===== src/shared/rtcus_pkg.sv =====
package rtcus_pkg;
  // Register offsets
  localparam logic [7:0] ADDR_TIME_CTRL = 8'h03;
  localparam logic [7:0] ADDR_UPDATE_CTRL = 8'h04;
  localparam logic [7:0] ADDR_UPDATE_FLAGS = 8'h05;
  localparam logic [7:0] ADDR_POWER_LOSS_CONFIG = 8'h06;
  localparam logic [7:0] ADDR_MINUTE_FRACTION_COUNT = 8'h07;
  // Time control fields
  localparam int BIT_DATA_MODE_BCD = 0;
  localparam int BIT_HOUR_FORMAT = 1;
  // Update control fields
  localparam int BIT_WRITE_COMMIT_REQUEST = 0;
  localparam int BIT_FLAG_CLEAR_ON_READ = 1;
  localparam int BIT_FREEZE_SECONDS = 2;
  localparam int BIT_READ_SNAPSHOT_REQUEST = 4;
  // Update flag fields
  localparam int BIT_WRITE_DONE_FLAG = 0;
  localparam int BIT_READ_SNAPSHOT_DONE_FLAG = 1;
  // Power-loss config fields
  localparam int BIT_THRESHOLD_LO = 2;
  localparam int BIT_THRESHOLD_HI = 3;
  localparam int BIT_POWER_LOSS_RESTART_ENABLE = 7;
  // Reset values
  localparam logic [7:0] RESET_TIME_CTRL = 8'h00;
  localparam logic [7:0] RESET_UPDATE_CTRL = 8'h02;
  localparam logic [7:0] RESET_UPDATE_FLAGS = 8'h00;
  localparam logic [7:0] RESET_POWER_LOSS_CONFIG = 8'h00;
  localparam logic [7:0] RESET_SECONDS = 8'h00;
  // Writable masks, reserved bits excluded
  localparam logic [7:0] MASK_TIME_CTRL = 8'h03;
  localparam logic [7:0] MASK_UPDATE_CTRL = 8'h17;
  localparam logic [7:0] MASK_POWER_LOSS_CONFIG = 8'h8c;
  localparam logic [7:0] MASK_SECONDS = 8'h7f;
  // Seconds encoding limits
  localparam logic [6:0] SEC_BIN_MAX = 7'h3b;
  localparam logic [3:0] SEC_UNITS_MAX = 4'h9;
  localparam logic [2:0] SEC_TENS_MAX = 3'h5;
  // Power-loss threshold per code, in milliseconds
  localparam logic [11:0] THRESHOLD_MS_STEP = 12'h1f4;
  // Timing
  localparam int CLK_FREQ_HZ = 100_000_000;
  localparam int TRANSFER_TIME_US = 15_000;
  localparam int TRANSFER_CYCLES = TRANSFER_TIME_US * (CLK_FREQ_HZ / 1_000_000);
  localparam int SECOND_TIME_MS = 1_000;
  localparam int SECOND_CYCLES = SECOND_TIME_MS * (CLK_FREQ_HZ / 1_000);
  // Bus
  localparam logic [6:0] I2C_SLAVE_ADDR = 7'h68;
endpackage


===== src/core/rtcus_i2c_slave.sv =====
`timescale 1ns/1ps
module rtcus_i2c_slave
  import rtcus_pkg::*;
(
  // Clock and reset
  input wire logic i_mclk,
  input wire logic i_rst,
  // Bus pins
  input wire logic i_scl,
  input wire logic i_sda,
  output logic o_sda_out,
  output logic o_sda_oe,
  // Register side
  output logic o_wr_stb,
  output logic o_rd_stb,
  output logic [7:0] o_addr,
  output logic [7:0] o_wdata,
  input wire logic [7:0] i_rdata
);
  typedef enum logic [2:0] {
    ST_IDLE, ST_ADDR, ST_ACK, ST_WRITE, ST_READ, ST_RACK
  } rtcus_i2c_state_t;

  rtcus_i2c_state_t state_reg;
  logic scl_reg;
  logic sda_reg;
  logic [3:0] cnt_reg;
  logic [7:0] shift_reg;
  logic rw_reg;
  logic ptr_loaded_reg;
  logic nack_reg;
  logic scl_rise;
  logic scl_fall;
  logic start_cond;
  logic stop_cond;

  // Edge and bus condition detect
  assign scl_rise = i_scl & ~scl_reg;
  assign scl_fall = ~i_scl & scl_reg;
  assign start_cond = i_scl & scl_reg & sda_reg & ~i_sda;
  assign stop_cond = i_scl & scl_reg & ~sda_reg & i_sda;
  assign o_sda_out = 1'b0; // Open drain: only ever pulls low

  // Previous pin levels
  always_ff @(posedge i_mclk) begin
    if (i_rst) begin
      scl_reg <= 1'b1;
      sda_reg <= 1'b1;
    end else begin
      scl_reg <= i_scl;
      sda_reg <= i_sda;
    end
  end

  // Byte engine; pointer auto-increments after every data byte
  always_ff @(posedge i_mclk) begin
    if (i_rst) begin
      state_reg <= ST_IDLE;
      cnt_reg <= 4'h0;
      shift_reg <= 8'h00;
      rw_reg <= 1'b0;
      ptr_loaded_reg <= 1'b0;
      nack_reg <= 1'b0;
      o_sda_oe <= 1'b0;
      o_wr_stb <= 1'b0;
      o_rd_stb <= 1'b0;
      o_addr <= 8'h00;
      o_wdata <= 8'h00;
    end else begin
      o_wr_stb <= 1'b0;
      o_rd_stb <= 1'b0;
      if (start_cond) begin
        state_reg <= ST_ADDR;
        cnt_reg <= 4'h0;
        o_sda_oe <= 1'b0;
      end else if (stop_cond) begin
        state_reg <= ST_IDLE;
        o_sda_oe <= 1'b0;
      end else begin
        case (state_reg)
          ST_ADDR, ST_WRITE: begin
            if (scl_rise && cnt_reg < 4'h8) begin
              shift_reg <= {shift_reg[6:0], i_sda};
              cnt_reg <= cnt_reg + 4'h1;
            end else if (scl_fall && cnt_reg == 4'h8) begin
              cnt_reg <= 4'h0;
              if (state_reg == ST_ADDR) begin
                if (shift_reg[7:1] == I2C_SLAVE_ADDR) begin
                  rw_reg <= shift_reg[0];
                  ptr_loaded_reg <= 1'b0;
                  o_sda_oe <= 1'b1;
                  state_reg <= ST_ACK;
                end else begin
                  state_reg <= ST_IDLE;
                end
              end else begin
                o_sda_oe <= 1'b1;
                state_reg <= ST_ACK;
                if (!ptr_loaded_reg) begin
                  o_addr <= shift_reg;
                  ptr_loaded_reg <= 1'b1;
                end else begin
                  o_wdata <= shift_reg;
                  o_wr_stb <= 1'b1;
                end
              end
            end
          end
          ST_ACK: begin
            if (scl_fall) begin
              if (rw_reg) begin
                // Load first read byte, strobe marks the read
                shift_reg <= i_rdata;
                o_sda_oe <= ~i_rdata[7];
                o_rd_stb <= 1'b1;
                state_reg <= ST_READ;
              end else begin
                o_sda_oe <= 1'b0;
                state_reg <= ST_WRITE;
              end
            end else if (o_wr_stb) begin
              o_addr <= o_addr + 8'h01;
            end
          end
          ST_READ: begin
            if (scl_rise) begin
              cnt_reg <= cnt_reg + 4'h1;
            end else if (scl_fall) begin
              if (cnt_reg < 4'h8) begin
                shift_reg <= {shift_reg[6:0], 1'b0};
                o_sda_oe <= ~shift_reg[6];
              end else begin
                o_sda_oe <= 1'b0;
                o_addr <= o_addr + 8'h01;
                state_reg <= ST_RACK;
              end
            end
          end
          ST_RACK: begin
            if (scl_rise) begin
              nack_reg <= i_sda;
            end else if (scl_fall) begin
              cnt_reg <= 4'h0;
              if (nack_reg) begin
                state_reg <= ST_IDLE;
              end else begin
                shift_reg <= i_rdata;
                o_sda_oe <= ~i_rdata[7];
                o_rd_stb <= 1'b1;
                state_reg <= ST_READ;
              end
            end
          end
          default: begin
            o_sda_oe <= 1'b0;
          end
        endcase
      end
    end
  end
endmodule


===== src/core/rtcus_top.sv =====
`timescale 1ns/1ps
// Function
// - After commit request, set write-done flag when buffered data reaches counters.
// - After snapshot request, set snapshot-done flag when counters reach read buffers.
// - Clear-on-read set clears both done flags on status read; else host writes zero.
// - Threshold code in bits 3:2 selects 0.5, 1.0, 1.5 or 2.0 seconds.
// - Bit 7 enables momentary power-loss restart; resets disabled.
// - Seconds writes sit in a buffer until a commit request moves them.
// - Seconds read value changes only when a snapshot request copies the counter.
// - Binary seconds run 0 to 59 and roll over after 59.
// - BCD seconds hold tens 0 to 5 in 6:4, units 0 to 9 in 3:0.
// - Commit request bit self-clears once the transfer completes.
// - Snapshot request bit self-clears once the copy completes.
// - Clear-on-read control bit resets to one.
// - Data-mode bit picks binary (0) or BCD (1) for the seconds.
module rtcus_top
  import rtcus_pkg::*;
#(
  parameter int TRANSFER_CYCLES_P = TRANSFER_CYCLES,
  parameter int SECOND_CYCLES_P = SECOND_CYCLES
) (
  // Clock and reset
  input wire logic i_mclk,
  input wire logic i_rst,
  // Two-wire host bus
  input wire logic i_scl,
  input wire logic i_sda,
  output logic o_sda_out,
  output logic o_sda_oe,
  // Power-loss restart settings for the detector
  output logic o_power_loss_restart_enable,
  output logic [11:0] o_power_loss_threshold_ms
);
  logic wr_stb;
  logic rd_stb;
  logic [7:0] bus_addr;
  logic [7:0] bus_wdata;
  logic [7:0] rdata;

  logic [7:0] time_ctrl_reg;
  logic [7:0] update_ctrl_reg;
  logic write_done_flag_reg;
  logic read_snapshot_done_flag_reg;
  logic [7:0] power_loss_config_reg;
  logic [6:0] sec_wbuf_reg;
  logic [6:0] sec_rbuf_reg;
  logic [6:0] sec_count_reg;
  logic [20:0] commit_cnt_reg;
  logic [20:0] snap_cnt_reg;
  logic [26:0] tick_cnt_reg;
  logic tick;
  logic commit_done;
  logic snap_done;
  logic bcd_mode;
  logic wr_update_ctrl;
  logic status_read;

  // Next seconds value, rolling over after 59 in either encoding
  function automatic logic [6:0] sec_increment(input logic [6:0] v, input logic bcd);
    logic [6:0] r;
    r = 7'h00;
    if (bcd) begin
      if (v[3:0] >= SEC_UNITS_MAX) begin
        r = (v[6:4] >= SEC_TENS_MAX) ? 7'h00 : {v[6:4] + 3'h1, 4'h0};
      end else begin
        r = {v[6:4], v[3:0] + 4'h1};
      end
    end else begin
      r = (v >= SEC_BIN_MAX) ? 7'h00 : v + 7'h01;
    end
    return r;
  endfunction

  // Out-of-range values are forced to zero rather than counting wild
  function automatic logic [6:0] sec_sanitize(input logic [6:0] v, input logic bcd);
    logic ok;
    ok = bcd ? (v[6:4] <= SEC_TENS_MAX && v[3:0] <= SEC_UNITS_MAX) : (v <= SEC_BIN_MAX);
    return ok ? v : 7'h00;
  endfunction

  rtcus_i2c_slave u_i2c (
    .i_mclk(i_mclk),
    .i_rst(i_rst),
    .i_scl(i_scl),
    .i_sda(i_sda),
    .o_sda_out(o_sda_out),
    .o_sda_oe(o_sda_oe),
    .o_wr_stb(wr_stb),
    .o_rd_stb(rd_stb),
    .o_addr(bus_addr),
    .o_wdata(bus_wdata),
    .i_rdata(rdata)
  );

  assign bcd_mode = time_ctrl_reg[BIT_DATA_MODE_BCD];
  assign wr_update_ctrl = wr_stb && bus_addr == ADDR_UPDATE_CTRL;
  assign status_read = rd_stb && bus_addr == ADDR_UPDATE_FLAGS;
  assign commit_done = update_ctrl_reg[BIT_WRITE_COMMIT_REQUEST]
      && commit_cnt_reg == 21'(TRANSFER_CYCLES_P - 1);
  assign snap_done = update_ctrl_reg[BIT_READ_SNAPSHOT_REQUEST]
      && snap_cnt_reg == 21'(TRANSFER_CYCLES_P - 1);
  assign tick = tick_cnt_reg == 27'(SECOND_CYCLES_P - 1);

  // Read mux; reserved bits read zero
  always_comb begin
    case (bus_addr)
      ADDR_TIME_CTRL: rdata = time_ctrl_reg & MASK_TIME_CTRL;
      ADDR_UPDATE_CTRL: rdata = update_ctrl_reg & MASK_UPDATE_CTRL;
      ADDR_UPDATE_FLAGS: rdata = {6'h00, read_snapshot_done_flag_reg, write_done_flag_reg};
      ADDR_POWER_LOSS_CONFIG: rdata = power_loss_config_reg & MASK_POWER_LOSS_CONFIG;
      ADDR_MINUTE_FRACTION_COUNT: rdata = {1'b0, sec_rbuf_reg};
      default: rdata = 8'h00;
    endcase
  end

  // Time control and power-loss config
  always_ff @(posedge i_mclk) begin
    if (i_rst) begin
      time_ctrl_reg <= RESET_TIME_CTRL;
      power_loss_config_reg <= RESET_POWER_LOSS_CONFIG;
    end else if (wr_stb) begin
      if (bus_addr == ADDR_TIME_CTRL) begin
        time_ctrl_reg <= bus_wdata & MASK_TIME_CTRL;
      end
      if (bus_addr == ADDR_POWER_LOSS_CONFIG) begin
        power_loss_config_reg <= bus_wdata & MASK_POWER_LOSS_CONFIG;
      end
    end
  end

  // Power-loss settings out; threshold is (code + 1) half-seconds
  always_ff @(posedge i_mclk) begin
    if (i_rst) begin
      o_power_loss_restart_enable <= 1'b0;
      o_power_loss_threshold_ms <= THRESHOLD_MS_STEP;
    end else begin
      o_power_loss_restart_enable <= power_loss_config_reg[BIT_POWER_LOSS_RESTART_ENABLE];
      o_power_loss_threshold_ms <= THRESHOLD_MS_STEP * 12'({10'h000,
          power_loss_config_reg[BIT_THRESHOLD_HI:BIT_THRESHOLD_LO]} + 12'h001);
    end
  end

  // Update control; request bits self-clear, a new request in the same cycle wins
  always_ff @(posedge i_mclk) begin
    if (i_rst) begin
      update_ctrl_reg <= RESET_UPDATE_CTRL;
    end else if (wr_update_ctrl) begin
      update_ctrl_reg <= bus_wdata & MASK_UPDATE_CTRL;
    end else begin
      if (commit_done) begin
        update_ctrl_reg[BIT_WRITE_COMMIT_REQUEST] <= 1'b0;
      end
      if (snap_done) begin
        update_ctrl_reg[BIT_READ_SNAPSHOT_REQUEST] <= 1'b0;
      end
    end
  end

  // Transfer delay counters, restarted whenever a request is idle
  always_ff @(posedge i_mclk) begin
    if (i_rst) begin
      commit_cnt_reg <= 21'h000000;
      snap_cnt_reg <= 21'h000000;
    end else begin
      if (!update_ctrl_reg[BIT_WRITE_COMMIT_REQUEST] || commit_done) begin
        commit_cnt_reg <= 21'h000000;
      end else begin
        commit_cnt_reg <= commit_cnt_reg + 21'h000001;
      end
      if (!update_ctrl_reg[BIT_READ_SNAPSHOT_REQUEST] || snap_done) begin
        snap_cnt_reg <= 21'h000000;
      end else begin
        snap_cnt_reg <= snap_cnt_reg + 21'h000001;
      end
    end
  end

  // Done flags: hardware set beats read or write clear
  always_ff @(posedge i_mclk) begin
    if (i_rst) begin
      write_done_flag_reg <= RESET_UPDATE_FLAGS[BIT_WRITE_DONE_FLAG];
      read_snapshot_done_flag_reg <= RESET_UPDATE_FLAGS[BIT_READ_SNAPSHOT_DONE_FLAG];
    end else begin
      if (commit_done) begin
        write_done_flag_reg <= 1'b1;
      end else if (status_read && update_ctrl_reg[BIT_FLAG_CLEAR_ON_READ]) begin
        write_done_flag_reg <= 1'b0;
      end else if (wr_stb && bus_addr == ADDR_UPDATE_FLAGS
          && !update_ctrl_reg[BIT_FLAG_CLEAR_ON_READ] && !bus_wdata[BIT_WRITE_DONE_FLAG]) begin
        write_done_flag_reg <= 1'b0;
      end
      if (snap_done) begin
        read_snapshot_done_flag_reg <= 1'b1;
      end else if (status_read && update_ctrl_reg[BIT_FLAG_CLEAR_ON_READ]) begin
        read_snapshot_done_flag_reg <= 1'b0;
      end else if (wr_stb && bus_addr == ADDR_UPDATE_FLAGS
          && !update_ctrl_reg[BIT_FLAG_CLEAR_ON_READ]
          && !bus_wdata[BIT_READ_SNAPSHOT_DONE_FLAG]) begin
        read_snapshot_done_flag_reg <= 1'b0;
      end
    end
  end

  // One-second enable from the master clock
  always_ff @(posedge i_mclk) begin
    if (i_rst || tick) begin
      tick_cnt_reg <= 27'h0000000;
    end else begin
      tick_cnt_reg <= tick_cnt_reg + 27'h0000001;
    end
  end

  // Seconds buffers and counter; commit overrides a tick in the same cycle
  always_ff @(posedge i_mclk) begin
    if (i_rst) begin
      sec_wbuf_reg <= RESET_SECONDS[6:0];
      sec_rbuf_reg <= RESET_SECONDS[6:0];
      sec_count_reg <= RESET_SECONDS[6:0];
    end else begin
      if (wr_stb && bus_addr == ADDR_MINUTE_FRACTION_COUNT) begin
        sec_wbuf_reg <= bus_wdata[6:0] & MASK_SECONDS[6:0];
      end
      if (commit_done) begin
        sec_count_reg <= sec_sanitize(sec_wbuf_reg, bcd_mode);
      end else if (tick && !update_ctrl_reg[BIT_FREEZE_SECONDS]) begin
        sec_count_reg <= sec_increment(sec_count_reg, bcd_mode);
      end
      if (snap_done) begin
        sec_rbuf_reg <= sec_count_reg;
      end
    end
  end
endmodule


===== config.mk =====
export PLATFORM = sky130hd
export DESIGN_NAME = rtcus_top
export DESIGN_NICKNAME = d
export VERILOG_FILES = /design/src/shared/rtcus_pkg.sv /design/src/core/rtcus_i2c_slave.sv /design/src/core/rtcus_top.sv
export SDC_FILE = /design/constraint.sdc
export NUM_CORES = 1
export LEC_CHECK = 0
export BUFFER_PORTS_ARGS = -buffer_cell sky130_fd_sc_hd__buf_2
export CORE_ASPECT_RATIO = 0.75
export CORE_MARGIN = 2
export CORE_UTILIZATION = 40
export CTS_CLUSTER_DIAMETER = 30
export CTS_CLUSTER_SIZE = 16
export DETAILED_ROUTE_END_ITERATION = 7
export MAX_ROUTING_LAYER = met4
export PLACE_DENSITY = 0.67
export SYNTH_ARGS = -nofsm -noshare
export SYNTH_HDL_FRONTEND = slang
export SYNTH_SLANG_ARGS = --single-unit

===== constraint.sdc =====
create_clock -name i_mclk -period 4.1 [get_ports i_mclk]
set_input_delay 0.41 -clock i_mclk [delete_from_list [all_inputs] [get_ports i_mclk]]
set_output_delay 0.41 -clock i_mclk [all_outputs]
set_load 0.005 [all_outputs]

==> results.ini, run 1 <==
[outcome]
status = complete, no violations

[clock_network]
cts_tree = done
worstSkewPairLatency_ps = 430
clock-sinks = 150
ctsResizeCount = 0
numCtsBuffers = 17
postCtsSetupBuffers = 0
root_buffer = clkbuf_16
htreeDepth = 4
clk_pin_slew_ps = 60
clockBufferDepth = 2
cts-hold-fix-buffers = 0

[worst_setup_path]
critical_path.startpoint_type = register
cp_data_required_time_ps = 4400
criticalPathCategory = register to register
cp_max_fo = 16
crit_chain = nand2b_1 -> nor4_1 -> and3_1 -> mux2i_1 -> nor2_1
worstPathArrival_ps = 2810
slowest_stage = dfxtp_1
slowest_delay_ps = 710
end_kind = register

[routing]
routedWlPerCell_um = 13.94
drt_iter0_drc = 474
ant_nets = 0
drc = 0
via_per_inst = 5.302
vias = 5960
firstDrtPassIters = 5
totalWireLength_mm = 15.67

[floorplanning]
ioPinCount = 19
die_w_um = 160.9
die_height_um = 121.7
rows = 43
design.die.area_um2 = 19590
start_util_pct = 40.40
core_area_um2 = 18290

[logic_synthesis]
synth-seq-cells = 150
synth_top_area_share_pct = 40.64
mappedNetlistArea_um2 = 7390
ys_types = 84
async_flop_share_pct = 0
yosysMostFrequentCell = dfxtp_1
yosysTopAreaCell = dfxtp_1
synthFlopType = dfxtp_1
synth_commonest_cells = 150 x dfxtp_1, 146 x nor2_1, 63 x nand2_1, 50 x a21oi_1, 42 x nand3_1
syn_avg_cell_area_um2 = 8.533
yosysSeqAreaShare_pct = 40.64
synth_edf_count = 0
synth_area_leaders = dfxtp_1 41%, nor2_1 7.4%, xnor2_1 4.1%
synth_cells = 866
yosys_warnings = 0

[placed_design]
gp_congestion = 0.9233
hpwlAfterDp_mm = 10.72
dpl.cell_count = 1092
io_buffers = 15

[sta]
fin_worst_skew_ps = 10.79
min_period_ps = 2515
grt_setup_unrepaired = no
relSlewSlack_pct = 25.24
max_freq_ghz = 0.3976
hold_viol_final = 0
fin_tns_setup_ps = 0
worst_pin_slew_ps = 1119
final-max-slew-violation-count = 0
holdWs_ps = 255.4
setup_viol = 0
min_period_over_period_pct = 61.35

[final_layout]
area_growth_pct = 10.58
fillers = 1817
fin_cells = 1124
n_antenna_cell = 0
seqCellArea_um2 = 3003
final_util_pct = 44.67
layout-drive-gt1-share_pct = 9.236
largest_reg_flops = 27
nNetsFinal = 891
multi_input_area_um2 = 4093

[global_route]
grt_remaining_overflow = 0
antenna_found_initial = 0
grt.total_usage_pct = 16.93
grt_pass1_wl_mm = 26.44
grt_pass1_vias = 5349
grt_max_degree = 59

[power]
powerDensity_nw_per_um2 = 388.5
p_total_mw = 3.175
ir_drop_mv = 0.3025
leakagePower_nw = 2.721

[min_path]
hold_class = input port to register

[job]
maxCapViolCount = 0

[layout by cell type, fill, tap and decap left out, types with 3 or more instances in the layout]
cell type,instances
nand3b_1,4
inv_1,30
or2_2,10
a22oi_1,7
inv_6,6
nor4_1,3
dfxtp_1,150
nor3_1,27
nor2_1,146
a211oi_1,13
clkbuf_16,17
o32ai_1,6
conb_1,3
a21oi_1,50
buf_2,15
and2_1,3
xor2_1,30
nand2b_1,20
nand4_1,12
or3_1,8
nor4_2,3
nand3_1,42
nor2b_1,11
ha_1,22
o21ai_0,15
nand2_1,63
xnor2_1,35
o21a_1,5
mux2i_1,23
nor3b_1,3
and3_1,19
[stage by stage]
step | instance area [µm²] | setup WS [ps]
finish | 8172 | 1585
global route | 8172 | 1380
CTS | 8172 | 1610
detailed placement | 7600 | 1649
global placement | 7600 | 1701
floorplan | 7397 | 2085
[critical path, delay by kind of cell (launching register included)]
family | cells | cell delay [ps]
flops | 1 | 710
mux | 1 | 260
simple gates | 4 | 1410
[power by group]
part	total, mW	internal, mW	switching (mW)
sequential	1.50	1.47	0.0287
combinational	0.151	0.0550	0.0964
clock	1.52	0.855	0.667
total	3.17	2.38	0.793
[metal layers]
metal,GRT usage [%],up-vias,wire [µm],part of all wire (%)
met5,-,-,0,0
met4,5.915,0,184,1.2
met3,3.507,20,768,4.9
met2,23.69,137,6391,41
met1,24.11,2802,8321,53
li1,-,3001,-,-
[area by class of cell]
cell class	count	share of cell area [%]
Clock buffer	18	5.252
Clock inverter	14	1.746
Inverter	30	1.378
Multi-Input combinational cell	649	50.08
Sequential cell	150	36.75
Tap cell	247	3.782
Timing Repair Buffer	16	1.011
[kinds of logic (layout without fill, tap and decap cells)]
kind of cell	count (synthesis)	after routing	share of synthesized area, %
adder cells (fa/ha/maj)	23	23	3.996
other	1	3	0.05075
AND/OR/NAND/NOR	394	394	26.63
buffers and inverters	69	78	4.081
multiplexers	23	23	3.115
AO/OA/AOI/OAI	141	141	13.78
flip-flops	150	150	40.64
XOR/XNOR	65	65	7.704
[worst paths after layout]
check	from	end	slack, ps	cells past startpoint
hold / removal	i_sda	u_i2c.sda_reg	260	2
setup reg to reg	u_i2c.state_reg[0]	u_i2c.o_wdata[5]	1580	5
hold reg to reg	tick_cnt_reg[0]	tick_cnt_reg[0]	450	1
setup / recovery	u_i2c.state_reg[0]	u_i2c.o_wdata[5]	1580	5
No activity file was read; power rests on OpenSTA's default activity.
==> inputs of run 2 (changes only) <==
--- a/config.mk
+++ b/config.mk
@@ -13,7 +13,7 @@
 export CTS_CLUSTER_SIZE = 16
 export DETAILED_ROUTE_END_ITERATION = 7
 export MAX_ROUTING_LAYER = met4
-export PLACE_DENSITY = 0.67
+export PLACE_DENSITY = 0.69
 export SYNTH_ARGS = -nofsm -noshare
 export SYNTH_HDL_FRONTEND = slang
 export SYNTH_SLANG_ARGS = --single-unit
==> constraint.sdc (replaced) <==
create_clock -name i_mclk -period 2.3 [get_ports i_mclk]
set_input_delay 0.23 -clock i_mclk [delete_from_list [all_inputs] [get_ports i_mclk]]
set_output_delay 0.23 -clock i_mclk [all_outputs]
set_load 0.005 [all_outputs]
==> run 2 against run 1 <==
  * Flip-flop and latch count did not move
  * Combinational power up 110%
  * Largest cell class unchanged
  * Critical path type unchanged
  * Critical path depth rose by 3
==> results.ini, run 2 (synthesis results as in run 1) <==
[outcome]
status = complete, no violations

[worst_setup_path]
crit_chain = inv_1 -> ha_1 -> or3b_2 -> a21boi_2 -> nand2b_1 -> and2_1 -> a221oi_1 -> a211oi_1
criticalPathCategory = register to register
critPathTopFamily = simple AND/OR/NAND/NOR gates
critical_path.startpoint_type = register
slowest_stage = or3b_2
cp_max_fo = 5  ; -11
end_kind = register
slowest_delay_ps = 470  ; -240 ps
crit_buf_inv = 1  ; +1
cp_data_required_time_ps = 2630  ; -1770 ps
worstPathArrival_ps = 2470  ; -340 ps

[placed_design]
gp_congestion = 0.8461  ; -8.4%
io_buffers = 15  ; unchanged
postPlaceCellArea_um2 = 7785  ; +2.4%
dpl.cell_count = 1115  ; +2.1%
hpwlAfterDp_mm = 10.91  ; +1.8%

[floorplanning]
die_height_um = 121.7  ; unchanged
start_util_pct = 40.40  ; unchanged
rows = 43  ; unchanged
design.die.area_um2 = 19590  ; unchanged
die_w_um = 160.9  ; unchanged
core_area_um2 = 18290  ; unchanged
ioPinCount = 19  ; unchanged

[clock_network]
root_buffer = clkbuf_16
numCtsBuffers = 17  ; unchanged
clock-sinks = 150  ; unchanged
clk_pin_slew_ps = 60  ; about the same
htreeDepth = 4  ; unchanged
clockBufferDepth = 2  ; unchanged
cts_tree = done
worstSkewPairLatency_ps = 420  ; about the same

[final_layout]
area_growth_pct = 13.95
final_util_pct = 46.03  ; +1.4 points
n_antenna_cell = 0  ; unchanged
final_common_cell = dfxtp_1
largest_reg_flops = 27  ; unchanged
stdcell_area_um2 = 8421  ; +3.0%
fillers = 1788  ; -1.6%
nNetsFinal = 916  ; +2.8%
fin_cells = 1149  ; +2.2%
final_cell_mix = 150 x dfxtp_1, 146 x nor2_1, 63 x nand2_1, 50 x a21oi_1, 42 x nand3_1
layout-drive-gt1-share_pct = 12.20  ; +3.0 points

[power]
powerDensity_nw_per_um2 = 689.7  ; +78%
ir_drop_mv = 0.5634  ; +86%
p_total_mw = 5.807  ; +83%
leakagePower_nw = 2.869  ; +5.4%

[routing]
via_per_inst = 5.191  ; -2.1%
ant_nets = 0  ; unchanged
totalWireLength_mm = 15.67  ; about the same
firstDrtPassIters = 5  ; unchanged
routedWlPerCell_um = 13.64  ; -2.1%
drc = 0  ; unchanged
drt_iter0_drc = 450  ; -5.1%
vias = 5965  ; +0.084%

[sta]
fin_tns_setup_ps = 0  ; unchanged
max_freq_ghz = 0.4679  ; +18%
min_period_ps = 2137  ; -378.2 ps
worst_pin_slew_ps = 607.8  ; -511.2 ps
grt_setup_unrepaired = no
setup_viol = 0  ; unchanged
relSlewSlack_pct = 59.48  ; +34 points
min_period_over_period_pct = 92.92  ; +32 points
fin_worst_skew_ps = 11.68  ; +0.8891 ps
final-max-slew-violation-count = 0  ; unchanged
hold_viol_final = 0  ; unchanged

[global_route]
grt_pass1_wl_mm = 26.19  ; -0.94%
grt.total_usage_pct = 16.76  ; -0.17 points
grt_max_degree = 58  ; -1.7%
grt_pass1_vias = 5287  ; -1.2%
grt_remaining_overflow = 0  ; unchanged
antenna_found_initial = 1  ; +1

[job]
maxCapViolCount = 0  ; unchanged

[min_path]
hold_class = input port to register

run 2: layer usage:
metal | GRT usage [%] | part of all wire (%) | vias to the layer above
li1 | - | - | 3053
met3 | 4.665 | 5.1 | 12
met4 | 3.906 | 0.71 | 0
met5 | - | 0 | -
met1 | 23.89 | 52 | 2774
met2 | 23.42 | 42 | 126
run 2: path summary, 6_finish.rpt:
check                           slack, ps  depth (start not counted)          endpoint        startpoint
worst max-delay path                  160                          8  sec_count_reg[1]  sec_count_reg[1]
worst max register to register        160                          8  sec_count_reg[1]  sec_count_reg[1]
worst min register to register        450                          1   tick_cnt_reg[0]   tick_cnt_reg[0]
worst min-delay path                   80                          2     u_i2c.sda_reg             i_sda
run 2: timing repair:
item / in CTS / in global routing
buffers inserted: 0 / 2
endpoints found under the setup margin: 0 / 7
gates resized for setup: 0 / 4
hold buffers: 0 / 0
run 2: cell type report:
cell class                      count  area [µm²]  share of cell area [%]
Sequential cell                   150        3003                   35.66
Multi-Input combinational cell    649        4109                   48.80
Tap cell                          247       309.0                   3.670
Timing Repair Buffer               41       282.8                   3.358
Clock inverter                     14       165.2                   1.961
Inverter                           30       112.6                   1.337
Clock buffer                       18       439.2                   5.215
run 2: power breakdown:
| part | total, mW | internal, mW | leakage [nW] | switching, mW |
|---|---|---|---|---|
| clock | 2.82 | 1.66 | 0.289 | 1.16 |
| sequential | 2.67 | 2.63 | 1.21 | 0.0467 |
| combinational | 0.314 | 0.128 | 1.37 | 0.186 |
run 2: through the flow:
stage | hold WS, ps | worst slack [ps]
6_report | 81.31 | 162.8
5_1_grt | 78.56 | 9.075
4_1_cts | 61.14 | 98.35
3_5_place_dp | 449.3 | 116.0
3_3_place_gp | 432.0 | 208.7
2_1_floorplan | 336.6 | 285.1
==> inputs of run 3 (changes only) <==
--- a/config.mk
+++ b/config.mk
@@ -16,4 +16,5 @@
 export PLACE_DENSITY = 0.69
 export SYNTH_ARGS = -nofsm -noshare
 export SYNTH_HDL_FRONTEND = slang
+export SYNTH_HIERARCHICAL = 1
 export SYNTH_SLANG_ARGS = --single-unit
==> run 3 against run 2 <==
  * Non-clock buffer count increased by 11
  * Critical path type unchanged
  * Highest routed layer unchanged
  * Critical endpoint is now sec_count_reg[4]
  * Routed wire length rose by 6.4%
  * Die area up 2.0%
  * Clock power grew 14%
==> results.ini, run 3 <==
[logic_synthesis]
syn_avg_cell_area_um2 = 8.628  ; +1.1%
synthFlopType = dfxtp_1
yosys_warnings = 6  ; +6
synth_commonest_cells = 151 x dfxtp_1, 129 x nor2_1, 62 x nand2_1, 56 x nand3_1, 50 x a21oi_1
synth_edf_count = 0  ; unchanged
synth_cells = 874  ; +0.92%
synth_top_area_share_pct = 40.09  ; -0.55 points
ys_types = 76  ; -9.5%
async_flop_share_pct = 0  ; unchanged
yosysMostFrequentCell = dfxtp_1
yosysTopAreaCell = dfxtp_1
mappedNetlistArea_um2 = 7541  ; +2.0%
yosysSeqAreaShare_pct = 40.09  ; -0.55 points
synth-seq-cells = 151  ; +0.67%
synth_area_leaders = dfxtp_1 40%, nor2_1 6.4%, xor2_1 5.3%

[final_layout]
nNetsFinal = 936  ; +2.2%
area_growth_pct = 15.60
final_common_cell = dfxtp_1
final_cell_mix = 150 x dfxtp_1, 128 x nor2_1, 62 x nand2_1, 55 x nand3_1, 49 x a21oi_1
final_util_pct = 47.10  ; +1.1 points
layout-drive-gt1-share_pct = 12.58  ; +0.39 points
fillers = 1734  ; -3.0%
n_antenna_cell = 0  ; unchanged
largest_reg_flops = 27  ; unchanged

[sta]
hold_viol_final = 0  ; unchanged
min_period_over_period_pct = 93.79  ; +0.87 points
setup_ws_ps = 142.9  ; -19.90 ps
worst_pin_slew_ps = 821.8  ; +214.0 ps
max_freq_ghz = 0.4636  ; -0.92%
min_period_ps = 2157  ; +19.90 ps
relSlewSlack_pct = 44.52  ; -15 points
setup_viol = 0  ; unchanged
final-max-slew-violation-count = 0  ; unchanged
fin_worst_skew_ps = 10.20  ; -1.484 ps
holdWs_ps = 124.2  ; +42.88 ps

[min_path]
hold_class = input port to register

[power]
p_switching_mw = 1.247  ; -11%
clockPowerShare_pct = 53.8  ; +5.2 points
leakagePower_nw = 3.041  ; +6.0%
combinationalPowerShare_pct = 1.9  ; -3.5 points
ir_drop_mv = 0.4773  ; -15%
switching_share_pct = 20.94  ; -3.1 points
p_total_mw = 5.956  ; +2.6%
intPower_mw = 4.709  ; +6.7%
seqPwrFrac_pct = 44.3  ; -1.7 points
powerDensity_nw_per_um2 = 683.2  ; -0.94%

[clock_network]
clock-sinks = 151  ; +0.67%
numCtsBuffers = 17  ; unchanged
clk_pin_slew_ps = 70  ; about the same
clockBufferDepth = 2  ; unchanged
root_buffer = clkbuf_16
cts_tree = done
worstSkewPairLatency_ps = 440  ; +20 ps
htreeDepth = 4  ; unchanged
cts-hold-fix-buffers = 0  ; unchanged

[worst_setup_path]
slowest_delay_ps = 600  ; +130 ps
cp_data_required_time_ps = 2620  ; about the same
critical_path.startpoint_type = register
slowest_stage = or4_1
worstPathArrival_ps = 2470  ; about the same
crit_chain = nor4bb_1 -> nand4_1 -> or4_1 -> o21ai_2 -> a21boi_0 -> a21oi_1
end_kind = register
criticalPathCategory = register to register
cp_max_fo = 4  ; -1

[floorplanning]
die_w_um = 162.5  ; +0.99%
start_util_pct = 40.74  ; +0.35 points
design.die.area_um2 = 19980  ; +2.0%
ioPinCount = 19  ; unchanged
core_area_um2 = 18510  ; +1.2%
rows = 43  ; unchanged
die_height_um = 122.9  ; +0.99%

[placed_design]
io_buffers = 15  ; unchanged
hpwlAfterDp_mm = 11.76  ; +7.8%
post-place-ws_ps = 114.3  ; -1.709 ps
gp_congestion = 0.8834  ; +4.4%

[global_route]
top_usage_layer = met1
grt.total_usage_pct = 18.11  ; +1.4 points
grt_pass1_wl_mm = 27.88  ; +6.5%
met1_usage_pct = 26.49  ; +2.6 points
grt_pass1_vias = 5496  ; +4.0%
grtUsageMet2_pct = 23.88  ; +0.47 points
grtUsageMet3_pct = 3.824  ; -0.84 points
antenna_found_initial = 0  ; -1
grt_remaining_overflow = 0  ; unchanged
grt_max_degree = 39  ; -33%

[routing]
totalWireLength_mm = 16.67  ; +6.4%
firstDrtPassIters = 5  ; unchanged
drc = 0  ; unchanged
via_per_inst = 5.314  ; +2.4%
vias = 6212  ; +4.1%
drt_iter0_drc = 582  ; +29%
ant_nets = 0  ; unchanged
routedWlPerCell_um = 14.26  ; +4.6%

[outcome]
status = complete, no violations

[job]
maxCapViolCount = 0  ; unchanged

-- run 3: power by group through the flow --
stage / sequential [mW] / combinational, mW / clock, mW
finish: 2.64 / 0.113 / 3.21
detailed placement: 2.69 / 0.111 / 0
CTS: 2.64 / 0.112 / 3.26
global route: 2.64 / 0.127 / 3.36
global placement: 2.69 / 0.110 / 0
floorplan: 2.69 / 0.0893 / 0
-- run 3: path summary, 6_finish.rpt --
check                                        from                end  slack [ps]  depth (start not counted)
worst max-delay path             tick_cnt_reg[21]   sec_count_reg[4]         140                          6
worst min-delay path                        i_rst     u_i2c/nack_reg         120                          2
worst min register to register  commit_cnt_reg[0]  commit_cnt_reg[0]         440                          1
worst max register to register   tick_cnt_reg[21]   sec_count_reg[4]         140                          6
-- run 3: metrics by stage --
| stage | area (µm²) | TNS, ps | std cells |
|---|---|---|---|
| 3_3_place_gp | 7984 | 0 | 1135 |
| 2_1_floorplan | 7545 | 0 | 875 |
| 6_report | 8717 | 0 | 1169 |
| 5_1_grt | 8717 | -27.84 | 1169 |
| 4_1_cts | 8661 | 0 | 1167 |
| 3_5_place_dp | 7984 | 0 | 1135 |
-- run 3: worst max-delay path, delay by kind of cell, from the launching register on --
family | cells | cell delay (ps)
simple gates | 3 | 1140
flops | 1 | 360
compound gates | 3 | 540
-- run 3: final cells by class --
cell class | count | area, µm² | area share [%]
Clock buffer | 18 | 429.2 | 4.923
Clock inverter | 14 | 247.7 | 2.842
Inverter | 25 | 93.84 | 1.077
Multi-Input combinational cell | 662 | 4260 | 48.87
Sequential cell | 151 | 3024 | 34.69
Tap cell | 247 | 309.0 | 3.545
Timing Repair Buffer | 52 | 352.8 | 4.048
-- run 3: per-layer routing --
metal	vias to the layer above	wire (µm)
met4	0	328
met1	2847	8671
met3	24	1096
met2	190	6577
met5	-	0
li1	3151	-
-- run 3: kinds of logic after synthesis --
group                      share of synthesized area (%)
and+or+nand+nor                                    27.03
DFF                                                40.09
AOI/OAI and AO/OA                                  11.70
xor gates and xnor gates                           7.881
buffers and inverters                              3.999
muxes                                              5.193
adders and majority gates                          4.015
other                                            0.09959
-- run 3: timing repair --
item                       4_1_cts  5_1_grt
gates resized for setup          0       10
setup endpoints to repair        0       16
setup buffers                    0        2
